<file path="config.mk">
export PLATFORM = sky130hd
export DESIGN_NAME = nib_exec
export DESIGN_NICKNAME = d
export VERILOG_FILES = /design/src/pkg/nib_core_pkg.sv /design/src/hw/nib_exec.sv /design/src/hw/nib_ret_stack.sv
export SDC_FILE = /design/constraint.sdc
export NUM_CORES = 1
export LEC_CHECK = 0
export BUFFER_PORTS_ARGS = -buffer_cell sky130_fd_sc_hd__clkbuf_2
export CAP_MARGIN = 20
export CORE_AREA = 3 3 120 122
export CTS_BUF_LIST = sky130_fd_sc_hd__clkbuf_2 sky130_fd_sc_hd__clkbuf_4 sky130_fd_sc_hd__clkbuf_8
export CTS_CLUSTER_SIZE = 8
export DETAILED_ROUTE_END_ITERATION = 12
export DIE_AREA = 0 0 123 125
export GPL_TIMING_DRIVEN = 0
export PLACE_DENSITY_LB_ADDON = 0.1
export SKIP_CTS_REPAIR_TIMING = 1
export SLEW_MARGIN = 20
export SYNTH_ARGS = -nofsm -noshare
export SYNTH_HDL_FRONTEND = slang
export SYNTH_SLANG_ARGS = --single-unit
</file>
<file path="constraint.sdc">
create_clock -name clk_i -period 4.45 [get_ports clk_i]
set_input_delay 0.6675 -clock clk_i [delete_from_list [all_inputs] [get_ports clk_i]]
set_output_delay 0.6675 -clock clk_i [all_outputs]
set_load 0.05 [all_outputs]
</file>
<file path="src/pkg/nib_core_pkg.sv">
// constants and carriers for the nibble core execution slice
package nib_core_pkg;
   // opcodes (first byte)
   localparam logic [7:0] OPC_SUB = 8'h3d;
   localparam logic [7:0] OPC_ANDN = 8'h3c;
   localparam logic [7:0] OPC_OR = 8'h3e;
   localparam logic [7:0] OPC_XOR = 8'h3f;
   localparam logic [7:0] OPC_ROMPTR = 8'h20;
   localparam logic [7:0] OPC_ROMLO = 8'h31;
   localparam logic [7:0] OPC_ROMHI = 8'h32;
   localparam logic [3:0] OPC_ADDA_HI = 4'h4;
   localparam logic [3:0] OPC_ADDL_HI = 4'h5;
   localparam logic [5:0] OPC_BSET_HI = 6'h05;
   localparam logic [5:0] OPC_BCLR_HI = 6'h06;
   localparam logic [5:0] OPC_BTST_HI = 6'h07;
   localparam logic [4:0] OPC_CALL_HI = 5'h19;
   // targets of the bit operations
   localparam logic [1:0] TGT_FLAGS = 2'h0;
   localparam logic [1:0] TGT_OTHER = 2'h1;
   localparam logic [1:0] TGT_RAM = 2'h2;
   localparam logic [1:0] TGT_PORT = 2'h3;
   // status word bit holding the branch condition
   localparam int COND_BIT = 0;
   localparam logic [2:0] STK_DEPTH = 3'h4;
   localparam logic [2:0] STK_FULL_LVL = 3'h4;
   // ram address source
   typedef struct packed {
      logic [3:0] high;
      logic [3:0] low;
   } ram_addr_s;
   // bit-op redirection from an index instruction
   typedef struct packed {
      logic [1:0] target;
      logic use_alt_addr;
      ram_addr_s alt_addr;
   } index_ctl_s;
endpackage : nib_core_pkg

</file>
<file path="src/hw/nib_exec.sv">
// execution slice: memory alu, immediates, status bits, rom read, call
// Notes on behaviour
// RULE_01: sub gives ram minus acc; cond cleared on borrow, set otherwise.
// RULE_02: acc and not ram; cond set on zero result.
// RULE_03: acc or ram; cond set on zero result; one cycle.
// RULE_04: acc xor ram; cond set on zero result.
// RULE_05: acc plus immediate; cond follows carry out.
// RULE_06: low index plus immediate; cond follows carry out; one cycle.
// RULE_07: bit set writes one to selected status bit.
// RULE_08: bit clear writes zero to selected status bit; one cycle.
// RULE_09: bit set/clear update no flag from their result.
// RULE_10: bit test copies complement of selected bit into cond.
// RULE_11: pointer load two bytes, two cycles; high seven bits from operand, low from ram.
// RULE_12: rom low read loads low nibble, two cycles, flags kept.
// RULE_13: rom high read loads high nibble then bumps pointer, two cycles.
// RULE_14: four-level return stack shared by calls and interrupts.
// RULE_15: fourth level is the rom pointer; software keeps nesting at three.
// RULE_16: no interrupt accepted while four levels are occupied.
// RULE_17: call at four levels does not push the program counter.
// RULE_18: two-byte call pushes return address, loads eleven-bit target.
// RULE_19: bit ops hit status word unless index redirects them.
// RULE_20: ram operand address is high:low index unless redirected.
// RULE_21: four-bit results wrap modulo sixteen.
`timescale 1ns/100ps
`default_nettype none
module nib_exec #(
   parameter int AW = 11
) (
   // clock and reset
   input wire logic clk_i,
   input wire logic rst_n_i,
   // instruction stream
   input wire logic instr_valid_i,
   input wire logic [7:0] instr_i,
   output logic instr_ready_o,
   // index redirection
   input wire nib_core_pkg::index_ctl_s index_i,
   // ram
   output nib_core_pkg::ram_addr_s ram_addr_o,
   input wire logic [3:0] ram_rdata_i,
   output logic ram_we_o,
   output logic [3:0] ram_wdata_o,
   // other register or port for redirected bit ops
   input wire logic [3:0] alt_rdata_i,
   output logic alt_we_o,
   output logic [3:0] alt_wdata_o,
   // rom data read
   output logic [AW-1:0] rom_addr_o,
   input wire logic [7:0] rom_data_i,
   // interrupt request gating
   input wire logic irq_i,
   output logic irq_taken_o,
   input wire logic [AW-1:0] irq_vector_i,
   // return from stack
   input wire logic ret_i,
   // state view
   output logic [3:0] acc_o,
   output logic [3:0] flag_word_o,
   output logic [3:0] low_index_o,
   output logic [3:0] high_index_o,
   output logic [AW-1:0] pc_o,
   output logic [2:0] stack_level_o
);
   typedef enum logic [1:0] {
      S_FETCH = 2'b00,
      S_SECOND = 2'b01,
      S_ROMWAIT = 2'b10
   } ph_e;

   ph_e ph_reg;
   logic [7:0] op_reg;
   logic [3:0] acc_reg;
   logic [3:0] flag_word_reg;
   logic [3:0] low_index_reg;
   logic [3:0] high_index_reg;
   logic [AW-1:0] pc_reg;
   logic [AW-1:0] rom_pointer;
   logic [AW-1:0] stk_top;
   logic [2:0] stk_level;
   logic push, pop, ptr_wr;
   logic [AW-1:0] ptr_next;
   logic [AW-1:0] push_data;
   logic stk_full;
   logic [4:0] sum_a, sum_l, diff;

   if (AW != 11)
   begin : g_bad_aw
      $error("address width must be 11");
   end

   function automatic logic [3:0] bit_mask(input logic [1:0] b);
      bit_mask = 4'h1 << b;
   endfunction : bit_mask

   function automatic logic is_zero(input logic [3:0] v);
      is_zero = (v == 4'h0);
   endfunction : is_zero

   wire logic take = instr_valid_i && ph_reg == S_FETCH;
   wire logic [7:0] op = instr_i;
   wire logic is_bset = op[7:2] == nib_core_pkg::OPC_BSET_HI;
   wire logic is_bclr = op[7:2] == nib_core_pkg::OPC_BCLR_HI;
   wire logic is_btst = op[7:2] == nib_core_pkg::OPC_BTST_HI;
   wire logic bit_to_flags = index_i.target == nib_core_pkg::TGT_FLAGS;
   wire logic bit_to_ram = index_i.target == nib_core_pkg::TGT_RAM;
   wire logic [3:0] test_src = bit_to_ram ? ram_rdata_i
                               : (bit_to_flags ? flag_word_reg : alt_rdata_i);

   assign instr_ready_o = ph_reg == S_FETCH;
   assign stk_full = stk_level == nib_core_pkg::STK_FULL_LVL;

   // ram operand address
   always_comb
   begin
      ram_addr_o.high = high_index_reg; // RULE_20
      ram_addr_o.low = low_index_reg;
      if (index_i.use_alt_addr)
         ram_addr_o = index_i.alt_addr;
   end

   // wrapping arithmetic with carry/borrow in bit 4
   assign sum_a = {1'b0, acc_reg} + {1'b0, op[3:0]}; // RULE_05 RULE_21
   assign sum_l = {1'b0, low_index_reg} + {1'b0, op[3:0]}; // RULE_06 RULE_21
   assign diff = {1'b0, ram_rdata_i} - {1'b0, acc_reg}; // RULE_01 RULE_21

   // accumulator
   always_ff @(posedge clk_i)
   begin
      if (!rst_n_i)
         acc_reg <= 4'h0;
      else if (take)
      begin
         unique case (1'b1)
            op == nib_core_pkg::OPC_SUB: acc_reg <= diff[3:0]; // RULE_01
            op == nib_core_pkg::OPC_ANDN: acc_reg <= acc_reg & ~ram_rdata_i; // RULE_02
            op == nib_core_pkg::OPC_OR: acc_reg <= acc_reg | ram_rdata_i; // RULE_03
            op == nib_core_pkg::OPC_XOR: acc_reg <= acc_reg ^ ram_rdata_i; // RULE_04
            op[7:4] == nib_core_pkg::OPC_ADDA_HI: acc_reg <= sum_a[3:0]; // RULE_05
            default: acc_reg <= acc_reg;
         endcase
      end
      else if (ph_reg == S_ROMWAIT)
         acc_reg <= (op_reg == nib_core_pkg::OPC_ROMHI) ? rom_data_i[7:4]
                    : rom_data_i[3:0]; // RULE_12 RULE_13
   end

   // status word: cond bit plus bit ops
   always_ff @(posedge clk_i)
   begin
      if (!rst_n_i)
         flag_word_reg <= 4'h0;
      else if (take)
      begin
         unique case (1'b1)
            op == nib_core_pkg::OPC_SUB:
               flag_word_reg[nib_core_pkg::COND_BIT] <= ~diff[4]; // RULE_01
            op == nib_core_pkg::OPC_ANDN:
               flag_word_reg[nib_core_pkg::COND_BIT] <= is_zero(acc_reg & ~ram_rdata_i); // RULE_02
            op == nib_core_pkg::OPC_OR:
               flag_word_reg[nib_core_pkg::COND_BIT] <= is_zero(acc_reg | ram_rdata_i); // RULE_03
            op == nib_core_pkg::OPC_XOR:
               flag_word_reg[nib_core_pkg::COND_BIT] <= is_zero(acc_reg ^ ram_rdata_i); // RULE_04
            op[7:4] == nib_core_pkg::OPC_ADDA_HI:
               flag_word_reg[nib_core_pkg::COND_BIT] <= sum_a[4]; // RULE_05
            op[7:4] == nib_core_pkg::OPC_ADDL_HI:
               flag_word_reg[nib_core_pkg::COND_BIT] <= sum_l[4]; // RULE_06
            is_bset && bit_to_flags:
               flag_word_reg <= flag_word_reg | bit_mask(op[1:0]); // RULE_07 RULE_09 RULE_19
            is_bclr && bit_to_flags:
               flag_word_reg <= flag_word_reg & ~bit_mask(op[1:0]); // RULE_08 RULE_09 RULE_19
            is_btst:
               flag_word_reg[nib_core_pkg::COND_BIT] <= ~test_src[op[1:0]]; // RULE_10
            default: flag_word_reg <= flag_word_reg;
         endcase
      end
   end

   // redirected bit set/clear to ram or another register/port
   always_comb
   begin
      ram_we_o = 1'b0;
      alt_we_o = 1'b0;
      ram_wdata_o = is_bset ? (ram_rdata_i | bit_mask(op[1:0]))
                    : (ram_rdata_i & ~bit_mask(op[1:0]));
      alt_wdata_o = is_bset ? (alt_rdata_i | bit_mask(op[1:0]))
                    : (alt_rdata_i & ~bit_mask(op[1:0]));
      if (take && (is_bset || is_bclr) && !bit_to_flags)
      begin
         ram_we_o = bit_to_ram; // RULE_19
         alt_we_o = !bit_to_ram;
      end
   end

   // low index register
   always_ff @(posedge clk_i)
   begin
      if (!rst_n_i)
         low_index_reg <= 4'h0;
      else if (take && op[7:4] == nib_core_pkg::OPC_ADDL_HI)
         low_index_reg <= sum_l[3:0]; // RULE_06
   end

   always_ff @(posedge clk_i)
   begin
      if (!rst_n_i)
         high_index_reg <= 4'h0;
   end

   // phase sequencing for two-cycle instructions
   always_ff @(posedge clk_i)
   begin
      if (!rst_n_i)
         ph_reg <= S_FETCH;
      else
      begin
         unique case (ph_reg)
            S_FETCH:
               if (take && (op == nib_core_pkg::OPC_ROMPTR
                            || op[7:3] == nib_core_pkg::OPC_CALL_HI))
                  ph_reg <= S_SECOND; // RULE_11 RULE_18
               else if (take && (op == nib_core_pkg::OPC_ROMLO
                                 || op == nib_core_pkg::OPC_ROMHI))
                  ph_reg <= S_ROMWAIT; // RULE_12 RULE_13
            S_SECOND:
               if (instr_valid_i)
                  ph_reg <= S_FETCH;
            S_ROMWAIT:
               ph_reg <= S_FETCH;
         endcase
      end
   end

   always_ff @(posedge clk_i)
   begin
      if (!rst_n_i)
         op_reg <= 8'h00;
      else if (take)
         op_reg <= op;
   end

   // rom pointer writes and stack control
   always_comb
   begin
      ptr_wr = 1'b0;
      ptr_next = rom_pointer;
      push_data = irq_taken_o ? pc_reg : pc_reg + 11'h001; // irq resumes the unrun instruction
      push = 1'b0;
      pop = ret_i && ph_reg == S_FETCH;
      if (ph_reg == S_SECOND && instr_valid_i && op_reg == nib_core_pkg::OPC_ROMPTR)
      begin
         ptr_wr = 1'b1;
         ptr_next = {instr_i[6:0], ram_rdata_i}; // RULE_11
      end
      else if (ph_reg == S_ROMWAIT && op_reg == nib_core_pkg::OPC_ROMHI)
      begin
         ptr_wr = 1'b1;
         ptr_next = rom_pointer + 11'h001; // RULE_13
      end
      if (ph_reg == S_SECOND && instr_valid_i && op_reg[7:3] == nib_core_pkg::OPC_CALL_HI)
         push = !stk_full; // RULE_17 RULE_18
      else if (irq_taken_o)
         push = 1'b1; // RULE_14
   end

   // interrupts refused at full nesting
   assign irq_taken_o = irq_i && ph_reg == S_FETCH && !instr_valid_i && !ret_i
                        && !stk_full; // RULE_16

   // program counter
   always_ff @(posedge clk_i)
   begin
      if (!rst_n_i)
         pc_reg <= '0;
      else if (ph_reg == S_SECOND && instr_valid_i && op_reg[7:3] == nib_core_pkg::OPC_CALL_HI)
         pc_reg <= {op_reg[2:0], instr_i}; // RULE_18
      else if (irq_taken_o)
         pc_reg <= irq_vector_i;
      else if (pop)
         pc_reg <= stk_top;
      else if (take || (ph_reg == S_SECOND && instr_valid_i))
         pc_reg <= pc_reg + 11'h001;
   end

   nib_ret_stack #(
      .AW(AW),
      .DEPTH(4)
   ) u_stack (
      .clk_i(clk_i),
      .rst_n_i(rst_n_i),
      .push_i(push),
      .pop_i(pop),
      .push_data_i(push_data), // RULE_15
      .ptr_wr_i(ptr_wr),
      .ptr_data_i(ptr_next),
      .top_o(stk_top),
      .ptr_o(rom_pointer),
      .level_o(stk_level)
   );

   assign rom_addr_o = rom_pointer;
   assign acc_o = acc_reg;
   assign flag_word_o = flag_word_reg;
   assign low_index_o = low_index_reg;
   assign high_index_o = high_index_reg;
   assign pc_o = pc_reg;
   assign stack_level_o = stk_level;
endmodule : nib_exec
`default_nettype wire

</file>
<file path="src/hw/nib_ret_stack.sv">
// four-entry return address stack, fourth entry shared with rom pointer
`timescale 1ns/100ps
`default_nettype none
module nib_ret_stack #(
   parameter int AW = 11,
   parameter int DEPTH = 4
) (
   // clock and reset
   input wire logic clk_i,
   input wire logic rst_n_i,
   // push / pop
   input wire logic push_i,
   input wire logic pop_i,
   input wire logic [AW-1:0] push_data_i,
   // rom pointer shares the last slot
   input wire logic ptr_wr_i,
   input wire logic [AW-1:0] ptr_data_i,
   // state
   output logic [AW-1:0] top_o,
   output logic [AW-1:0] ptr_o,
   output logic [2:0] level_o
);
   logic [AW-1:0] mem_reg [DEPTH];
   logic [2:0] level_reg;
   if (DEPTH != 4)
   begin : g_bad_depth
      $error("stack depth must be 4");
   end
   // occupancy; popping an empty stack stays empty
   always_ff @(posedge clk_i)
   begin
      if (!rst_n_i)
         level_reg <= 3'h0;
      else if (push_i && level_reg != 3'(DEPTH))
         level_reg <= level_reg + 3'h1;
      else if (pop_i && level_reg != 3'h0)
         level_reg <= level_reg - 3'h1;
   end
   // storage; the deepest slot is also the rom pointer
   always_ff @(posedge clk_i)
   begin
      if (push_i && level_reg != 3'(DEPTH))
         mem_reg[level_reg[1:0]] <= push_data_i;
      else if (ptr_wr_i)
         mem_reg[DEPTH-1] <= ptr_data_i;
   end
   // registered read of the top entry
   always_ff @(posedge clk_i)
   begin
      if (!rst_n_i)
         top_o <= '0;
      else if (level_reg != 3'h0)
         top_o <= mem_reg[level_reg[1:0] - 2'h1];
   end
   assign ptr_o = mem_reg[DEPTH-1];
   assign level_o = level_reg;
endmodule : nib_ret_stack
`default_nettype wire

</file>
Yosys cells after proc, flatten, opt, wreduce, memory -nomap -nowiden
Memory sizes are Yosys's and may differ from the RTL's. A register that Yosys moved wholly into a read port is not among the register bits.
Index checks and enable logic that the tools add are counted.
{"block": "classes", "n_addsub": 8, "order_cmp": 1, "n_eq_ne": 24, "shift": 1, "n_mux": 40, "bitwise_logic": 13, "n_reduce_logical": 45}
{"op": "$mux W11", "n": 8}
{"op": "$eq A8 B6 Y1 const B", "n": 9}
{"op": "$mux W4", "n": 7}
{"op": "$add A11 B1 Y11 const B", "n": 2}
{"op": "$pmux W4 S5", "n": 1}
{"op": "$logic_and A1 B1 Y1", "n": 19}
{"op": "$eq A6 B3 Y1 const B", "n": 3}
{"op": "$and A4 B4 Y4", "n": 4}
{"op": "$or A4 B4 Y4", "n": 4}
{"op": "$mux W1", "n": 13}
{"op": "$logic_not A4 Y1", "n": 3}
{"op": "$reduce_or A11 Y1", "n": 1}
{"op": "$add A4 B4 Y5", "n": 2}
{"op": "$eq A5 B5 Y1 const B", "n": 2}
{"op": "$pmux W1 S9", "n": 1}
{"op": "$reduce_bool A9 Y1", "n": 1}
{"op": "$eq A4 B3 Y1 const B", "n": 2}
{"op": "$mux W2", "n": 4}
{"op": "$mux W8", "n": 1}
{"op": "$not A4 Y4", "n": 2}
{"op": "$reduce_and A2 Y1", "n": 4}
{"op": "$logic_not A1 Y1", "n": 6}
{"op": "$mux W3", "n": 2}
{"op": "$ne A6 B1 Y1 const B", "n": 1}
{"op": "other kinds (22)", "n": 30}
{"block": "word_totals", "reg_bits": 36, "ram_bits": 44, "input_bits": 51, "out_inout_bits": 61, "wordCells": 141, "mem_count": 1}
{"memory": "u_stack.mem_reg", "words": 4, "width": 11, "read_ports": 2, "rd_ports_with_merged_regs": 1, "wr": 1, "line": "nib_ret_stack.sv:23", "source": "logic [AW-1:0] mem_reg [DEPTH];"}

Depth between registers and ports, before layout
{"block": "depth", "ltp_word": 12, "mapped_depth": 12, "mapped_depth_nobuf": 10}

Hierarchy
From an unflattened synthesis, not the netlist that was laid out.
{"block": "unflattened", "hier_cells": 658, "area_unflattened_um2": 6104.6}
{"mod": "nib_exec", "instances": 1, "cells_each": 508, "area_per_inst_um2": 3732.3, "seq_area_each_um2": 660.6}
{"mod": "nib_ret_stack", "instances": 1, "cells_each": 150, "area_per_inst_um2": 2372.3, "seq_area_each_um2": 1601.5}

Least setup slack after synthesis
No wires, ideal clock.
{"block": "synth_timing", "path_kind": "reg2out", "from": "reg ph_reg[0]", "to": "out ram_we_o", "arrival_ns": 3.009, "t_required_ns": 3.783, "slack_ns": 0.773, "path_stages_with_launch": 9, "n_path_buf": 3, "path_cell_list": "dfxtp_1 inv_1 ha_1 clkbuf_1 and2_1 buf_2 buf_1 nand3_1 nor3b_1"}
{"block": "synth_between", "elab_chain_cells": 5}
{"item": "start, declared", "line": "nib_exec.sv:70", "source": "ph_e ph_reg;"}
{"item": "start signal, assigned", "line": "nib_exec.sv:213", "source": "ph_reg <= S_FETCH;"}
{"item": "start signal, assigned", "line": "nib_exec.sv:220", "source": "ph_reg <= S_SECOND;"}
{"item": "start signal, assigned", "line": "nib_exec.sv:223", "source": "ph_reg <= S_ROMWAIT;"}
{"item": "$logic_not A2 Y1"}
{"item": "via instr_ready_o", "line": "nib_exec.sv:35", "source": "output logic instr_ready_o,"}
{"item": "$logic_and A1 B1 Y1", "line": "nib_exec.sv:99", "source": "wire logic take = instr_valid_i && ph_reg == S_FETCH;"}
{"item": "$logic_and A1 B1 Y1 (2 in series)", "line": "nib_exec.sv:187", "source": "if (take && (is_bset || is_bclr) && !bit_to_flags)"}
{"item": "$mux W1", "line": "nib_exec.sv:187"}
{"item": "end, declared", "line": "nib_exec.sv:41", "source": "output logic ram_we_o,"}
The timed path passes the listed nets, and every way through them passes these cells.

Worst setup path after layout
{"block": "layout_timing", "from": "reg u_stack.level_reg[0], in the netlist u_stack.level_o[0]", "to": "out irq_taken_o"}
{"block": "layout_between", "elab_chain_cells": 3}
{"item": "start, declared", "line": "nib_ret_stack.sv:24", "source": "logic [2:0] level_reg;"}
{"item": "start signal, assigned", "line": "nib_ret_stack.sv:35", "source": "level_reg <= level_reg + 3'h1;"}
{"item": "start signal, assigned", "line": "nib_ret_stack.sv:37", "source": "level_reg <= level_reg - 3'h1;"}
{"item": "$eq A3 B3 Y1", "line": "nib_exec.sv:110", "source": "assign stk_full = stk_level == nib_core_pkg::STK_FULL_LVL;"}
{"item": "$logic_not A1 Y1", "line": "nib_exec.sv:267", "source": "&& !stk_full;"}
{"item": "$logic_and A1 B1 Y1", "line": "nib_exec.sv:267"}
{"item": "end, declared", "line": "nib_exec.sv:52", "source": "output logic irq_taken_o,"}
No other way between the ends.

==> results.md <==
* H-tree Lvls at 3
* Synthesized area at 0.00597 mm^2
* Antenna Cells at 0
* IO Port Bufs at 102
* Clock Power Share at 19.6%
* All-layer global routing usage at 25.5%
* Setup-failing EPs final at 0
* CP endpoint kind: output port
* WS Path Type: flip-flop to output port
* Arr. time, crit path at 3410 ps
* Tcrit/Tclk final at 91.7%
* Placed standard-cell area at 0.00677 mm^2
* TNS Setup at 0 ps
* Syn Inst Count at 649
* Die Y at 125 um
* Post-synth cell types at 77
* Max reg flops at 44
* Final instance area at 0.00697 mm^2
* Pint at 1.73 mW
* Syn_area_per_cell at 9.19 um^2
* GPL Wtd Cong at 0.895
* DR iter-0 viols at 612
* DIE AREA at 0.0154 mm^2
* Die Wd at 123 um
* Crit-path max cell delay at 460 ps
* NetSw at 1.25 mW
* Fraction of power spent switching nets at 41.9%
* Clock sink count at 91
* Number of antenna violations at the first check in global routing at 0
* Synth warn at 0
* Area Growth Syn to Fin at 16.8%
* Vias at 5687
* Static Leak at 2.69 nW
* Status: finished, final reports clean
* Root Buffer: clkbuf_8
* Slew HR at 45.5%
* Register bit total from synthesis at 91
* Worst Tran Pin Value at 811 ps
* Crit Path Max Fanout at 10
* Seq pwr share at 38.6%
* Final ANT Viol Nets at 0
* Pins over their slew limit at 0
* Logic gate share of total power at 41.9%
* Clock tree buffer depth at 2
* Via count of the first global-routing pass at 5326
* CTS tree: done
* Avg WL per Cell at 20.4 um
* VDD IR max at 0.300 mV
* Hpwl dp at 14.5 mm
* Final worst path period need at 4080 ps
* Top FF cell, synth: dfxtp_1
* Vias per cell at 6.00
* Register clock-pin slew on the reported worst setup and hold paths at 100 ps
* Core area at 0.0133 mm^2
* Slowest stage cell, crit path: dfxtp_1
* Initial Util at 44.9%
* Clk Latency, worst-skew pair at 380 ps
* Max-cap violation count at 0
* # nets final at 848
* Synth async-reset ratio at 0%
* Fmax at 245 MHz
* Cell Rows at 42
* Skew final at 13.6 ps
* CP cell instances: clkbuf_2, clkbuf_4, inv_1, ha_1, nand2_1, nand2_2, inv_1, buf_2, buf_2, clkbuf_2
* Most common cell after layout, fill and taps aside: clkbuf_2
* Unrepaired setup endpoints after global routing: false
* Worst Path Required at 3780 ps
* Power Density at 427 mW/mm^2
* First-pass DRT Iterations at 5
* GR Overflow Total at 0
* Endpoints failing hold at 0
* Share of layout cells above drive strength 1 at 22.2%
* DRC at 0
* TritonCTS buffer count at 9
* Hold Path Class: flip-flop to flip-flop
* # IOs at 112
* EDFF count, synth at 44
* Most frequent cells in the layout: clkbuf_2 (104), nand2_1 (80), dfxtp_1 (47)
* Largest net degree at the start of global routing at 17
* Final WL at 19.3 mm
* First-pass GRT wire length at 30.3 mm
* Post-synthesis sequential area ratio at 37.9%
* Startpoint Class: flip-flop
worst max-delay path, delay by kind of cell, from the launching register on:
family	cells	cell delay [ps]
DFF	1	460
adders and majority gates	1	280
buffers and inverters	7	1820
and+or+nand+nor	2	470
cell type report:
| cell class | instances | area [um^2] |
|---|---|---|
| Sequential cell | 91 | 2260 |
| Inverter | 18 | 67.6 |
| Clock buffer | 9 | 124 |
| Timing Repair Buffer | 105 | 544 |
| Clock inverter | 6 | 72.6 |
| Multi-Input combinational cell | 497 | 3480 |
| Fill cell | 1304 | 6320 |
| Tap cell | 176 | 220 |
| Buffer | 46 | 204 |
logic make-up after synthesis:
logic type,synth area share (%)
flops,37.9
simple gates,19.6
fa+ha+maj,6.58
other cells,0.0628
xor+xnor,4.40
mux,7.84
compound gates,19.1
buf+inv,4.49
per-stage QoR:
stage / util [%] / hold WS (ps) / total power, mW / std cells / worst slack (ps)
floorplan: - / 432 / 2.03 / 652 / 773
global placement: 50.5 / 444 / 2.37 / 930 / 62.1
detailed placement: 50.9 / 445 / 2.40 / 933 / 590
CTS: 52.4 / 461 / 2.99 / 948 / 117
global route: 52.4 / 488 / 3.16 / 948 / 117
finish: 52.4 / 459 / 2.97 / 948 / 369
synthesized netlist by cell type, types with 3 or more instances:
cell type | instances | share of area [%]
nor2b_1 | 4 | 0.42
o21a_1 | 3 | 0.38
a221oi_1 | 4 | 0.59
nor4_1 | 4 | 0.42
a31oi_1 | 7 | 0.73
a21o_1 | 10 | 1.3
a2111oi_0 | 4 | 0.59
dfxtp_1 | 47 | 16
or3_1 | 3 | 0.31
o21ai_0 | 31 | 2.6
o21bai_1 | 3 | 0.38
a32o_1 | 3 | 0.50
nand4_1 | 10 | 1.0
nor2_1 | 45 | 2.8
nor3_1 | 23 | 1.9
xor2_1 | 13 | 1.9
inv_1 | 17 | 1.1
clkbuf_1 | 29 | 1.8
edfxtp_1 | 44 | 22
ha_1 | 25 | 5.2
buf_4 | 5 | 0.63
a21oi_1 | 45 | 3.8
o31ai_1 | 6 | 0.75
fa_1 | 4 | 1.3
a22o_1 | 3 | 0.44
buf_1 | 5 | 0.31
buf_2 | 6 | 0.50
and2_1 | 7 | 0.73
nand3_1 | 16 | 1.3
mux2i_1 | 13 | 2.2
xnor2_1 | 17 | 2.5
o22ai_1 | 10 | 1.0
o211ai_1 | 10 | 1.3
nand2b_1 | 11 | 1.2
mux4_2 | 11 | 4.2
a211oi_1 | 5 | 0.63
nand4b_1 | 3 | 0.44
and3_1 | 3 | 0.31
o221ai_1 | 6 | 0.88
mux2_2 | 8 | 1.5
nand2_1 | 80 | 5.0
final timing paths:
path	from	endpoint	slack, ps	cells past startpoint
min reg2reg	u_stack.top_o[6]	u_stack.top_o[6]	460	2
max	u_stack.level_o[0]	irq_taken_o	370	10
max reg2reg	u_stack.level_o[0]	u_stack.mem_reg[2][3]	890	12
min	u_stack.top_o[6]	u_stack.top_o[6]	460	2
power by group through the flow:
stage	Sequential (mW)	Clock (mW)	Combinational, mW
2_1_floorplan	1.26	0	0.764
3_3_place_gp	1.16	0	1.21
3_5_place_dp	1.16	0	1.23
4_1_cts	1.15	0.601	1.24
5_1_grt	1.16	0.633	1.36
6_report	1.15	0.582	1.25
layer usage:
| metal | track usage, % | vias to the layer above | wire [um] |
|---|---|---|---|
| met3 | 4.07 | 43 | 1530 |
| met5 | 0 | - | 0 |
| li1 | - | 2642 | - |
| met2 | 37.4 | 277 | 8430 |
| met1 | 38.2 | 2725 | 8710 |
| met4 | 9.06 | 0 | 639 |
Note: power is estimated with default switching activity, not from simulation.
